<file path="src/include/tcra_pkg.sv">
// Constants, field layouts and carrier types for the primary trace
// control register, loaded over the test access port.
// Assumes a single clock domain shared with the trace control block.
//
// Operation
// - The block drives the core's trace control inputs, set and cleared, from the primary control register.
// - The register is written only by the test access port instruction whose code selects it, which the debugger must issue.
// - Bits 31 to 26 and bit 15 always read as zero, and the writer is expected to write zeros there.
// - Bits 25 to 24 are read only, follow the core's supported trace modes (00 PC only, 10 PC with address and data) and reset to 10.
// - Bit 23 is read only and reports the core's address and data trace bus width, zero for 16 bits and one for 32 bits.
// - Bit 19 selects full PC trace for all branches when one or only unpredictable branches when zero, and drives the all branch input.
// - Bit 18 asks the core to stall its pipeline rather than lose trace when its FIFO is full, and drives the overflow inhibit input.
// - Bit 17 enables trace in Debug mode together with the master enable, and when zero trace in Debug mode is always off.
// - Bit 16 with the master enable turns trace on outside Debug mode while the exception level or error level flag is one, and drives the exception input.
// - Bit 14 with the master enable turns trace on in kernel mode only while both level flags are zero, and drives the kernel input.
// - Bit 13 with the master enable turns trace on in user mode while both level flags are zero, and drives the user mode input.
// - Bits 12 to 5 hold a process identifier matched when the global bit is zero, drive the identifier input and are ignored by this core.
// - Bit 4 enables trace for all processes under the other conditions, drives the global input and is ignored by this core.
// - Bits 3 to 1 choose the traced content from PC only up to PC with both addresses and data, code 110 being unused.
// - Bit 0 is the master enable, resets to zero, keeps trace off unless the core's software override enables it, and drives trace on.

package tcra_pkg;

   // ==========================================================
   // Widths
   localparam int unsigned TCRA_REG_W      = 32;
   localparam int unsigned TCRA_IR_W       = 5;
   localparam int unsigned TCRA_SYNC_LEN_W = 16;

   // ==========================================================
   // Instruction code and reset values
   localparam logic [TCRA_IR_W-1:0] TCRA_IR_CTRL_PRIMARY = 5'h10;
   localparam logic [5:0]           TCRA_RSVD_HI_VAL     = 6'h00;
   localparam logic                 TCRA_RSVD_MID_VAL    = 1'h0;
   localparam logic [1:0]           TCRA_MODES_RST       = 2'h2;
   localparam logic                 TCRA_BUS_W_RST       = 1'h0;
   localparam logic [2:0]           TCRA_SYNC_RST        = 3'h4;
   localparam logic                 TCRA_ON_RST          = 1'h0;
   localparam logic                 TCRA_UNDEF_RST       = 1'h0;
   localparam logic [7:0]           TCRA_PID_RST         = 8'h00;
   localparam logic [2:0]           TCRA_MODE_RST        = 3'h0;

   // ==========================================================
   // Sync period exponent bases
   localparam logic [4:0] TCRA_SYNC_ONCHIP_BASE  = 5'h02;
   localparam logic [4:0] TCRA_SYNC_OFFCHIP_BASE = 5'h07;

   // ==========================================================
   // Trace content codes
   localparam logic [2:0] TCRA_MODE_PC        = 3'h0;
   localparam logic [2:0] TCRA_MODE_LA        = 3'h1;
   localparam logic [2:0] TCRA_MODE_SA        = 3'h2;
   localparam logic [2:0] TCRA_MODE_LSA       = 3'h3;
   localparam logic [2:0] TCRA_MODE_LD        = 3'h4;
   localparam logic [2:0] TCRA_MODE_LA_LD     = 3'h5;
   localparam logic [2:0] TCRA_MODE_UNUSED    = 3'h6;
   localparam logic [2:0] TCRA_MODE_LSA_LSD   = 3'h7;

   // ==========================================================
   // Register image, most significant field first
   typedef struct packed {
      logic [5:0] rsvd_hi;
      logic [1:0] supported_trace_modes;
      logic       addr_data_bus_width;
      logic [2:0] sync_period_select;
      logic       all_branches_trace;
      logic       overflow_inhibit;
      logic       debug_trace;
      logic       exc_level_trace;
      logic       rsvd_mid;
      logic       kernel_trace;
      logic       user_trace;
      logic [7:0] process_id_match;
      logic       all_process;
      logic [2:0] trace_mode;
      logic       trace_on;
   } tcra_ctrl_reg_t;

   // Inputs of the core trace logic, driven by this block
   typedef struct packed {
      logic [2:0] sync_period_in;
      logic       all_branch_in;
      logic       overflow_inhibit_in;
      logic       debug_trace_in;
      logic       exc_level_trace_in;
      logic       kernel_trace_in;
      logic       user_trace_in;
      logic [7:0] process_id_in;
      logic       all_process_in;
      logic [2:0] trace_mode_in;
      logic       trace_on_in;
   } tcra_core_ctrl_t;

   // Core state seen by the enable evaluator
   typedef struct packed {
      logic debug_mode_flag;
      logic exception_level_flag;
      logic error_level_flag;
      logic user_mode_flag;
      logic sw_override_on;
   } tcra_core_status_t;

   // Test access port data register strobes
   typedef struct packed {
      logic [TCRA_IR_W-1:0] ir;
      logic                 capture_dr;
      logic                 shift_dr;
      logic                 update_dr;
      logic                 tdi;
   } tcra_tap_t;

   // Decoded trace content
   typedef struct packed {
      logic load_addr;
      logic store_addr;
      logic load_data;
      logic store_data;
      logic unused_code;
   } tcra_content_t;

   // Data register access phase
   typedef enum logic [2:0] {
      TCRA_ST_IDLE     = 3'b001,
      TCRA_ST_CAPTURED = 3'b010,
      TCRA_ST_SHIFTED  = 3'b100
   } tcra_state_t;

endpackage

</file>
<file path="src/hw/tcra_shift.sv">
// Test access port data shift register for one register image.
// Assumes capture, shift and tdi are synchronous; capture is a one-cycle strobe, shift may be held.
`timescale 1ns/100ps
`default_nettype none

module tcra_shift #(
   parameter int unsigned WIDTH = tcra_pkg::TCRA_REG_W
) (
   input  wire logic             clk_in,
   input  wire logic             rst_in,
   input  wire logic             capture_in,
   input  wire logic             shift_in,
   input  wire logic             tdi_in,
   input  wire logic [WIDTH-1:0] capture_data_in,
   output logic      [WIDTH-1:0] data_out,
   output logic                  tdo_out
);

   logic [WIDTH-1:0] shift_q;
   logic [WIDTH-1:0] shift_d;

   // ==========================================================
   // Next value
   always_comb
   begin
      shift_d = shift_q;
      if (capture_in)
      begin
         shift_d = capture_data_in;
      end
      else if (shift_in)
      begin
         // Least significant bit leaves first
         shift_d = {tdi_in, shift_q[WIDTH-1:1]};
      end
   end

   // ==========================================================
   // Storage
   always_ff @(posedge clk_in)
   begin
      if (rst_in)
      begin
         shift_q <= '0;
      end
      else
      begin
         shift_q <= shift_d;
      end
   end

   assign data_out = shift_q;
   assign tdo_out  = shift_q[0];

endmodule // tcra_shift

`default_nettype wire

</file>
<file path="src/hw/tcra_top.sv">
// Primary trace control register with its core-facing control outputs.
// Assumes test access port strobes and core flags are synchronous to
// clk_in, and that the instruction register value is stable around them.
`timescale 1ns/100ps
`default_nettype none

module tcra_top (
   input  wire logic                         clk_in,
   input  wire logic                         rst_in,
   input  wire tcra_pkg::tcra_tap_t          tap_in,
   input  wire logic [1:0]                   core_supported_modes_in,
   input  wire logic                         addr_data_bus_width_in,
   input  wire tcra_pkg::tcra_core_status_t  core_status_in,
   input  wire logic                         offchip_trace_in,
   output logic                              tap_tdo_out,
   output tcra_pkg::tcra_core_ctrl_t         core_ctrl_out,
   output tcra_pkg::tcra_content_t           trace_content_out,
   output logic                              trace_enabled_out,
   output logic [tcra_pkg::TCRA_SYNC_LEN_W-1:0] sync_period_len_out
);

   // ==========================================================
   // Decoding helpers

   // Period of sync records for a code and a destination
   function automatic logic [tcra_pkg::TCRA_SYNC_LEN_W-1:0] sync_len_f(
      input logic [2:0] code,
      input logic       offchip
   );
      logic [4:0] expo;
      expo = (offchip ? tcra_pkg::TCRA_SYNC_OFFCHIP_BASE
                      : tcra_pkg::TCRA_SYNC_ONCHIP_BASE) + {2'h0, code};
      sync_len_f = {{(tcra_pkg::TCRA_SYNC_LEN_W-1){1'b0}}, 1'b1} << expo;
   endfunction

   // Traced content for a mode code
   function automatic tcra_pkg::tcra_content_t content_f(
      input logic [2:0] code
   );
      tcra_pkg::tcra_content_t c;
      c = '0;
      unique case (code)
         tcra_pkg::TCRA_MODE_PC:      c = '0;
         tcra_pkg::TCRA_MODE_LA:      c.load_addr = 1'b1;
         tcra_pkg::TCRA_MODE_SA:      c.store_addr = 1'b1;
         tcra_pkg::TCRA_MODE_LSA:
         begin
            c.load_addr  = 1'b1;
            c.store_addr = 1'b1;
         end
         tcra_pkg::TCRA_MODE_LD:      c.load_data = 1'b1;
         tcra_pkg::TCRA_MODE_LA_LD:
         begin
            c.load_addr = 1'b1;
            c.load_data = 1'b1;
         end
         tcra_pkg::TCRA_MODE_UNUSED:  c.unused_code = 1'b1;
         tcra_pkg::TCRA_MODE_LSA_LSD:
         begin
            c.load_addr  = 1'b1;
            c.store_addr = 1'b1;
            c.load_data  = 1'b1;
            c.store_data = 1'b1;
         end
      endcase
      content_f = c;
   endfunction

   // ==========================================================
   // Access phase tracking
   tcra_pkg::tcra_state_t st_q;
   tcra_pkg::tcra_state_t st_d;
   logic                  sel;
   logic                  commit;

   assign sel = (tap_in.ir == tcra_pkg::TCRA_IR_CTRL_PRIMARY);

   always_comb
   begin
      st_d   = st_q;
      commit = 1'b0;
      unique case (st_q)
         tcra_pkg::TCRA_ST_IDLE:
         begin
            if (sel && tap_in.capture_dr)
            begin
               st_d = tcra_pkg::TCRA_ST_CAPTURED;
            end
         end
         tcra_pkg::TCRA_ST_CAPTURED,
         tcra_pkg::TCRA_ST_SHIFTED:
         begin
            if (!sel)
            begin
               // Instruction changed mid-scan: drop it
               st_d = tcra_pkg::TCRA_ST_IDLE;
            end
            else if (tap_in.update_dr)
            begin
               commit = 1'b1;
               st_d   = tcra_pkg::TCRA_ST_IDLE;
            end
            else if (tap_in.shift_dr)
            begin
               st_d = tcra_pkg::TCRA_ST_SHIFTED;
            end
         end
         default:
         begin
            st_d = tcra_pkg::TCRA_ST_IDLE;
         end
      endcase
   end

   always_ff @(posedge clk_in)
   begin
      if (rst_in)
      begin
         st_q <= tcra_pkg::TCRA_ST_IDLE;
      end
      else
      begin
         st_q <= st_d;
      end
   end

   // ==========================================================
   // Shift path
   tcra_pkg::tcra_ctrl_reg_t ctrl_q;
   tcra_pkg::tcra_ctrl_reg_t ctrl_d;
   tcra_pkg::tcra_ctrl_reg_t readback;
   logic [tcra_pkg::TCRA_REG_W-1:0] shifted;

   tcra_shift #(
      .WIDTH (tcra_pkg::TCRA_REG_W)
   ) u_shift (
      .clk_in          (clk_in),
      .rst_in          (rst_in),
      .capture_in      (sel && tap_in.capture_dr),
      .shift_in        (sel && tap_in.shift_dr),
      .tdi_in          (tap_in.tdi),
      .capture_data_in (readback),
      .data_out        (shifted),
      .tdo_out         (tap_tdo_out)
   );

   always_comb
   begin
      readback         = ctrl_q;
      readback.rsvd_hi  = tcra_pkg::TCRA_RSVD_HI_VAL;
      readback.rsvd_mid = tcra_pkg::TCRA_RSVD_MID_VAL;
   end

   // ==========================================================
   // Register next value
   always_comb
   begin
      tcra_pkg::tcra_ctrl_reg_t w;
      w      = shifted;
      ctrl_d = ctrl_q;
      ctrl_d.supported_trace_modes = core_supported_modes_in;
      ctrl_d.addr_data_bus_width   = addr_data_bus_width_in;
      if (commit)
      begin
         ctrl_d.sync_period_select = w.sync_period_select;
         ctrl_d.all_branches_trace = w.all_branches_trace;
         ctrl_d.overflow_inhibit   = w.overflow_inhibit;
         ctrl_d.debug_trace        = w.debug_trace;
         ctrl_d.exc_level_trace    = w.exc_level_trace;
         ctrl_d.kernel_trace       = w.kernel_trace;
         ctrl_d.user_trace         = w.user_trace;
         ctrl_d.process_id_match   = w.process_id_match;
         ctrl_d.all_process        = w.all_process;
         ctrl_d.trace_mode         = w.trace_mode;
         ctrl_d.trace_on           = w.trace_on;
      end
      ctrl_d.rsvd_hi  = tcra_pkg::TCRA_RSVD_HI_VAL;
      ctrl_d.rsvd_mid = tcra_pkg::TCRA_RSVD_MID_VAL;
   end

   // ==========================================================
   // Enable evaluation, mirrors what the core decides
   logic trace_en_d;
   logic in_exc;

   always_comb
   begin
      in_exc     = core_status_in.exception_level_flag
                   || core_status_in.error_level_flag;
      trace_en_d = 1'b0;
      if (core_status_in.debug_mode_flag)
      begin
         trace_en_d = ctrl_q.debug_trace;
      end
      else if (in_exc)
      begin
         trace_en_d = ctrl_q.exc_level_trace;
      end
      else if (core_status_in.user_mode_flag)
      begin
         trace_en_d = ctrl_q.user_trace;
      end
      else
      begin
         trace_en_d = ctrl_q.kernel_trace;
      end
      trace_en_d = trace_en_d
                   && (ctrl_q.trace_on || core_status_in.sw_override_on);
      // no process identifier here, match ignored
   end

   // ==========================================================
   // Storage of register and derived outputs
   tcra_pkg::tcra_core_ctrl_t core_d;

   always_comb
   begin
      core_d.sync_period_in      = ctrl_d.sync_period_select;
      core_d.all_branch_in       = ctrl_d.all_branches_trace;
      core_d.overflow_inhibit_in = ctrl_d.overflow_inhibit;
      core_d.debug_trace_in      = ctrl_d.debug_trace;
      core_d.exc_level_trace_in  = ctrl_d.exc_level_trace;
      core_d.kernel_trace_in     = ctrl_d.kernel_trace;
      core_d.user_trace_in       = ctrl_d.user_trace;
      core_d.process_id_in       = ctrl_d.process_id_match;
      core_d.all_process_in      = ctrl_d.all_process;
      core_d.trace_mode_in       = ctrl_d.trace_mode;
      core_d.trace_on_in         = ctrl_d.trace_on;
   end

   always_ff @(posedge clk_in)
   begin
      if (rst_in)
      begin
         ctrl_q.rsvd_hi               <= tcra_pkg::TCRA_RSVD_HI_VAL;
         ctrl_q.supported_trace_modes <= tcra_pkg::TCRA_MODES_RST;
         ctrl_q.addr_data_bus_width   <= tcra_pkg::TCRA_BUS_W_RST;
         ctrl_q.sync_period_select    <= tcra_pkg::TCRA_SYNC_RST;
         // Undefined fields pinned for repeatable starts
         ctrl_q.all_branches_trace    <= tcra_pkg::TCRA_UNDEF_RST;
         ctrl_q.overflow_inhibit      <= tcra_pkg::TCRA_UNDEF_RST;
         ctrl_q.debug_trace           <= tcra_pkg::TCRA_UNDEF_RST;
         ctrl_q.exc_level_trace       <= tcra_pkg::TCRA_UNDEF_RST;
         ctrl_q.rsvd_mid              <= tcra_pkg::TCRA_RSVD_MID_VAL;
         ctrl_q.kernel_trace          <= tcra_pkg::TCRA_UNDEF_RST;
         ctrl_q.user_trace            <= tcra_pkg::TCRA_UNDEF_RST;
         ctrl_q.process_id_match      <= tcra_pkg::TCRA_PID_RST;
         ctrl_q.all_process           <= tcra_pkg::TCRA_UNDEF_RST;
         ctrl_q.trace_mode            <= tcra_pkg::TCRA_MODE_RST;
         ctrl_q.trace_on              <= tcra_pkg::TCRA_ON_RST;
         core_ctrl_out                <= '0;
         core_ctrl_out.sync_period_in <= tcra_pkg::TCRA_SYNC_RST;
         trace_content_out            <= '0;
         trace_enabled_out            <= 1'b0;
         sync_period_len_out          <= '0;
      end
      else
      begin
         ctrl_q              <= ctrl_d;
         core_ctrl_out       <= core_d;
         trace_content_out   <= content_f(ctrl_q.trace_mode);
         trace_enabled_out   <= trace_en_d;
         sync_period_len_out <= sync_len_f(ctrl_q.sync_period_select,
                                           offchip_trace_in);
      end
   end

endmodule // tcra_top

`default_nettype wire

</file>
<file path="config.mk">
export PLATFORM = sky130hd
export DESIGN_NAME = tcra_top
export DESIGN_NICKNAME = d
export VERILOG_FILES = /design/src/include/tcra_pkg.sv /design/src/hw/tcra_shift.sv /design/src/hw/tcra_top.sv
export SDC_FILE = /design/constraint.sdc
export NUM_CORES = 1
export LEC_CHECK = 0
export ABC_CLOCK_PERIOD_IN_PS = 1500
export BUFFER_PORTS_ARGS = -buffer_cell sky130_fd_sc_hd__buf_2
export CORE_MARGIN = 3
export CORE_UTILIZATION = 37
export DETAILED_ROUTE_END_ITERATION = 7
export GPL_TIMING_DRIVEN = 1
export SETUP_SLACK_MARGIN = 0.05
export SKIP_LAST_GASP = 1
export SYNTH_ARGS = -nofsm -noshare
export SYNTH_HDL_FRONTEND = slang
export SYNTH_SLANG_ARGS = --single-unit
</file>
<file path="constraint.sdc">
create_clock -name clk_in -period 1.5 [get_ports clk_in]
set_input_delay 0.3 -clock clk_in [delete_from_list [all_inputs] [get_ports clk_in]]
set_output_delay 0.3 -clock clk_in [all_outputs]
set_load 0.005 [all_outputs]
</file>
# --- Word level (Yosys, flattened, before mapping) ---
# Index checks and enable logic that the tools add are counted.
word_totals:
  register_bits: 82
  out_inout_bits: 45
  wordCells: 69
op_classes:
  n_addsub: 1
  eq_ne: 13
  shift: 1
  n_mux: 19
  n_reduce_logical: 12
op_table:
  columns: ["cell", "n"]
  rows:
  - ["$mux W26", 2]
  - ["$shl A1 B4 Y16 const A", 1]
  - ["$eq A3 B3 Y1 const B", 5]
  - ["$mux W3", 5]
  - ["$mux W1", 11]
  - ["$eq A3 B2 Y1 const B", 3]
  - ["$eq A3 B1 Y1 const B", 2]
  - ["$pmux W3 S2", 1]
  - ["$reduce_or A3 Y1", 2]
  - ["$eq A5 B5 Y1 const B", 1]
  - ["$add A3 B3 Y4", 1]
  - ["$ne A4 B4 Y1 const B", 1]
  - ["$reduce_or A2 Y1", 2]
  - ["$reduce_or A4 Y1", 1]
  - ["$logic_and A1 B1 Y1", 3]
  - ["$logic_or A1 B1 Y1", 2]
  - ["$ne A2 B1 Y1 const B", 1]
  - ["$reduce_and A2 Y1", 1]
  - ["$reduce_bool A2 Y1", 1]

# --- Logic depth before layout (Yosys ltp) ---
logic_depth:
  ltp_word: 4
  depth_mapped: 6
  ltp_nobuf: 6

# --- Cells and area by module ---
# A second synthesis with hierarchy kept.
hier_totals:
  cells_unflattened: 363
  area_unflattened_um2: 3684.8
modules_own_cells:
  columns: ["mod", "instances", "cells_each", "area_each_um2", "seq_area_each_um2"]
  rows:
  - ["tcra_top", 1, 220, 2167.1, 1001.0]
  - ["tcra_shift", 1, 143, 1517.7, 640.6]

# --- Worst setup path before layout ---
# OpenSTA, ideal clock, no wires.
synth_path:
  path_type: "register -> register"
  startpoint: "reg ctrl_q[20] in the netlist's numbering"
  endpoint: "reg sync_period_len_out[14] in the netlist's numbering"
  setup_time_ns: 0.078
  arrival_ns: 1.576
  required_time_ns: 1.422
  path_slack_ns: -0.154
  stages_incl_launch_ff: 7
  path_buffers: 0
  path_cell_list: "dfxtp_1 -> ha_1 -> inv_1 -> ha_1 -> or3b_2 -> a21o_1 -> nor3_1"
synth_via:
  elab_chain_cells: 2
synth_lines:
  columns: ["item", "line", "source"]
  rows:
  - ["start: declaration", "tcra_top.sv:129", "tcra_pkg::tcra_ctrl_reg_t ctrl_q;"]
  - ["start signal: assignment", "tcra_top.sv:259", "ctrl_q <= ctrl_d;"]
  - ["$add A3 B3 Y4", "tcra_top.sv:32", ": tcra_pkg::TCRA_SYNC_ONCHIP_BASE) + {2'h0, code};"]
  - ["$shl A1 B4 Y16", "tcra_top.sv:33", "sync_len_f = {{(tcra_pkg::TCRA_SYNC_LEN_W-1){1'b0}}, 1'b1} << expo;"]
  - ["end signal: assignment", "tcra_top.sv:263", "sync_period_len_out <= sync_len_f(ctrl_q.sync_period_select,"]
  - ["end: declaration", "tcra_top.sv:19", "output logic [tcra_pkg::TCRA_SYNC_LEN_W-1:0] sync_period_len_out"]
# No other way between the ends.
# A chain may end at the register's enable or synchronous reset.

# --- Worst setup path in the final report ---
# Same ends and word-level chain as after synthesis.

==> reports/summary.json <==
{
  "num_rows": 35,
  "drtPass1Iterations": 5,
  "globalRouteTotalUtil_pct": 14.9,
  "power_frac_clock_pct": 41.4,
  "floorplan.die_area_um2": 11100,
  "worst-r2r-setup-slack_ns": 0.03,
  "synthArstFlopShare_pct": 0,
  "worst-path-max-fanout": 7,
  "placeableCoreArea_um2": 9420,
  "worst_slew_pin_slew_ns": 0.545,
  "post_cts.repair.setup_buffers": 0,
  "grt_antenna_before_repair": 0,
  "synth.net_count": 427,
  "timing.critical_path.cells": "ha_4 -> inv_2 -> ha_4 -> or3b_4 -> a21o_1 -> nor3_1",
  "worst_path_dominant_cell_family": "simple AND/OR/NAND/NOR gates",
  "die-height_um": 105,
  "global_route.peak_usage_layer": "met2",
  "finalHoldViolations": 0,
  "top_level_ports": 65,
  "power.sequential.fraction_pct": 51.4,
  "slew_violations": 0,
  "grt_first_pass_wirelength_um": 13800,
  "clk_root_buffer_cell": "clkbuf_8",
  "clock_tree.buffer_depth": 2,
  "syn_area_per_cell_um2": 9.07,
  "internal_power_mw": 3.28,
  "yosys.cell_types.count": 40,
  "dp_wirelength_um": 5580,
  "postRouteWirelength_um": 8360,
  "critical_path_cell_count": 6,
  "grt_util_met1_pct": 21.2,
  "finalNetCount": 472,
  "netlist_top_cells_count": "dfxtp_1 (82), nor4_1 (49), nand2b_1 (45), nor3_1 (32)",
  "flow.area_growth_from_synthesis_pct": 19.8,
  "sequential_to_total_area_share_from_yosys_stat_pct": 44.8,
  "worst-r2r-cell-count": 6,
  "netlist_top_cells_area": "dfxtp_1 (45%), nor4_1 (8.4%), nand2b_1 (7.7%)",
  "most_common_cell_in_the_netlist": "dfxtp_1",
  "drt_iter0_markers": 215,
  "worst_setup_hold_path_clk_slew_ns": 0.09,
  "worst-path-buf-inv": 1,
  "maxCapViolCount": 0,
  "ant_nets": 0,
  "fmax_mhz": 681,
  "post_route_cells_drive_above_1_share_pct": 27.3,
  "synth_edf_count": 0,
  "filler_cell_count": 930,
  "post_synth_instance_area_um2": 3660,
  "number_of_global_route_vias_before_repair": 2805,
  "syn-instance-count": 404,
  "setup_total_negative_slack_ns": 0,
  "post-route-min-period_ns": 1.47,
  "floorplan.die.width_um": 105,
  "yosysWarningCount": 0,
  "htree_levels": 3,
  "setup_viol_count_final": 0,
  "power.switching_fraction_pct": 23.7,
  "met3_layer_usage_reported_by_global_route_pct": 3.12,
  "capturing_element_type_of_the_critical_path": "flop",
  "run_status": "finished clean",
  "wl_per_cell_um": 14.3,
  "finClkSkew_ns": 0.00723,
  "clkSinkCount": 82,
  "vias_per_cell": 5.28,
  "unrepaired_setup_endpoints_after_global_routing": "true",
  "postSynthRegisterBits": 82,
  "drc_errors": 0,
  "netlist.top_cell.by_area": "dfxtp_1",
  "cp_slowest_stage_delay_ns": 0.36,
  "global_route.overflow_total": 0,
  "period_share_pct": 97.8,
  "cp-start-kind": "flop",
  "diodes": 0,
  "worst_case_vdd_ir_drop_uv": 532,
  "slew-limit-headroom_pct": 63.7,
  "fin_hold_ws_ns": 0.128,
  "port_buffers": 64,
  "combinationalPowerShare_pct": 7.1,
  "min_delay_path_depth": 2,
  "share_of_the_synthesized_area_in_the_top_cell_type_pct": 44.8,
  "switchingPower_mw": 1.02,
  "power.density_cell_area_nw_per_um2": 979,
  "count_of_vias_placed_by_the_detailed_router": 3080,
  "hold_path.class": "primary input to flop",
  "critPathArrivalTime_ns": 1.74,
  "cts_made_buffers": 9,
  "clk_lat_worst_skew_ns": 0.35,
  "path_class": "flop to flop",
  "start_util_pct": 38.9,
  "use_met2_pct": 22.4,
  "static-leakage-power_nw": 1.59,
  "worst_ep_required_time_ns": 1.78,
  "ys.flop_type": "dfxtp_1",
  "tritoncts_clock_tree": "built",
  "gp_congestion": 0.779,
  "path_common_cell": "ha_4",
  "post_cts_hold_buffer_count": 0,
  "pin_count_of_the_biggest_net_entering_global_routing": 57,
  "critPathSlowestCell": "dfxtp_2",
  "overall_power_after_layout_mw": 4.30
}
==> flip-flops by register name (all words and copies together), names as in the netlist <==
register             count
ctrl_q                  25
st_q                     3
trace_enabled_out        1
sync_period_len_out     16
trace_content_out        5
u_shift.data_out        32
==> power by group through the flow <==
stage          registers (mW)  logic (mW)  clock network (mW)
2_1_floorplan            2.26       0.182                   0
3_3_place_gp             2.26       0.299                   0
3_5_place_dp             2.26       0.303                   0
4_1_cts                  2.21       0.307                1.83
5_1_grt                  2.21       0.333                1.91
6_report                 2.21       0.307                1.78
==> worst paths after layout <==
path | startpoint | endpoint
hold reg to reg | u_shift.data_out[29]$_SDFFE_PP0P_ | u_shift.data_out[28]$_SDFFE_PP0P_
hold / removal | core_supported_modes_in[1] | ctrl_q[25]$_SDFF_PP1_
setup reg to reg | ctrl_q[20]$_SDFFE_PP0P_ | sync_period_len_out[14]$_SDFF_PP0_
setup / recovery | ctrl_q[20]$_SDFFE_PP0P_ | sync_period_len_out[14]$_SDFF_PP0_
==> area by class of cell <==
class / instances / area (um2) / area share (%)
Clock inverter: 7 / 98.8 / 2.25
Clock buffer: 9 / 124 / 2.82
Sequential cell: 82 / 1640 / 37.5
Multi-Input combinational cell: 260 / 1730 / 39.5
Tap cell: 129 / 161 / 3.68
Timing Repair Buffer: 91 / 611 / 13.9
Inverter: 5 / 18.8 / 0.428
==> layer usage <==
metal  vias to the layer above  routed length, um  share of wire [%]
li1                       1536                  -                  -
met2                       105               3540                 42
met4                         0                115                1.4
met3                        10                484                5.8
met1                      1429               4220                 50
met5                         -                  0                  0
==> cell families after synthesis <==
group	after synthesis	synth area share, %
flops	82	44.8
mux	24	6.63
buf+inv	62	9.26
simple gates	177	28.9
xor+xnor	1	0.239
compound gates	55	9.09
fa+ha+maj	3	1.03
==> cell usage in the layout, fill, tap and decap left out, drive strengths merged, types with 2 or more instances in the layout <==
cell type	netlist	final
nand2b	45	45
or3b	3	3
clkbuf	25	10
nor4	50	50
nor4b	2	2
and3b	2	2
bufinv	0	2
nand2	4	4
nor3	33	33
inv	5	8
nand3b	2	2
o311ai	2	2
o21ai	12	12
mux2i	22	22
dfxtp	82	82
a31oi	25	25
nor2	17	17
a21oi	10	10
buf	32	90
or2	2	2
nand3	7	7
nor2b	5	5
mux2	2	2
ha	3	3
==> what timing repair did <==
item                                    4_1_cts  5_1_grt
endpoints found under the setup margin        5       20
pin swaps                                     1        1
resized for setup                             2        3
gates cloned                                  0        1
endpoints found under the hold margin         0        0
==> metrics by stage <==
step	utilization (%)	instance area, um2	std cells	setup WS [ns]
CTS	46.3	4360	582	0.0223
detailed placement	43.8	4120	566	-0.197
floorplan	-	3690	404	0.000693
finish	46.6	4390	583	0.0325
global route	46.6	4390	583	-0.0225
global placement	43.8	4120	566	-0.144
(Power assumes the default switching activity.)
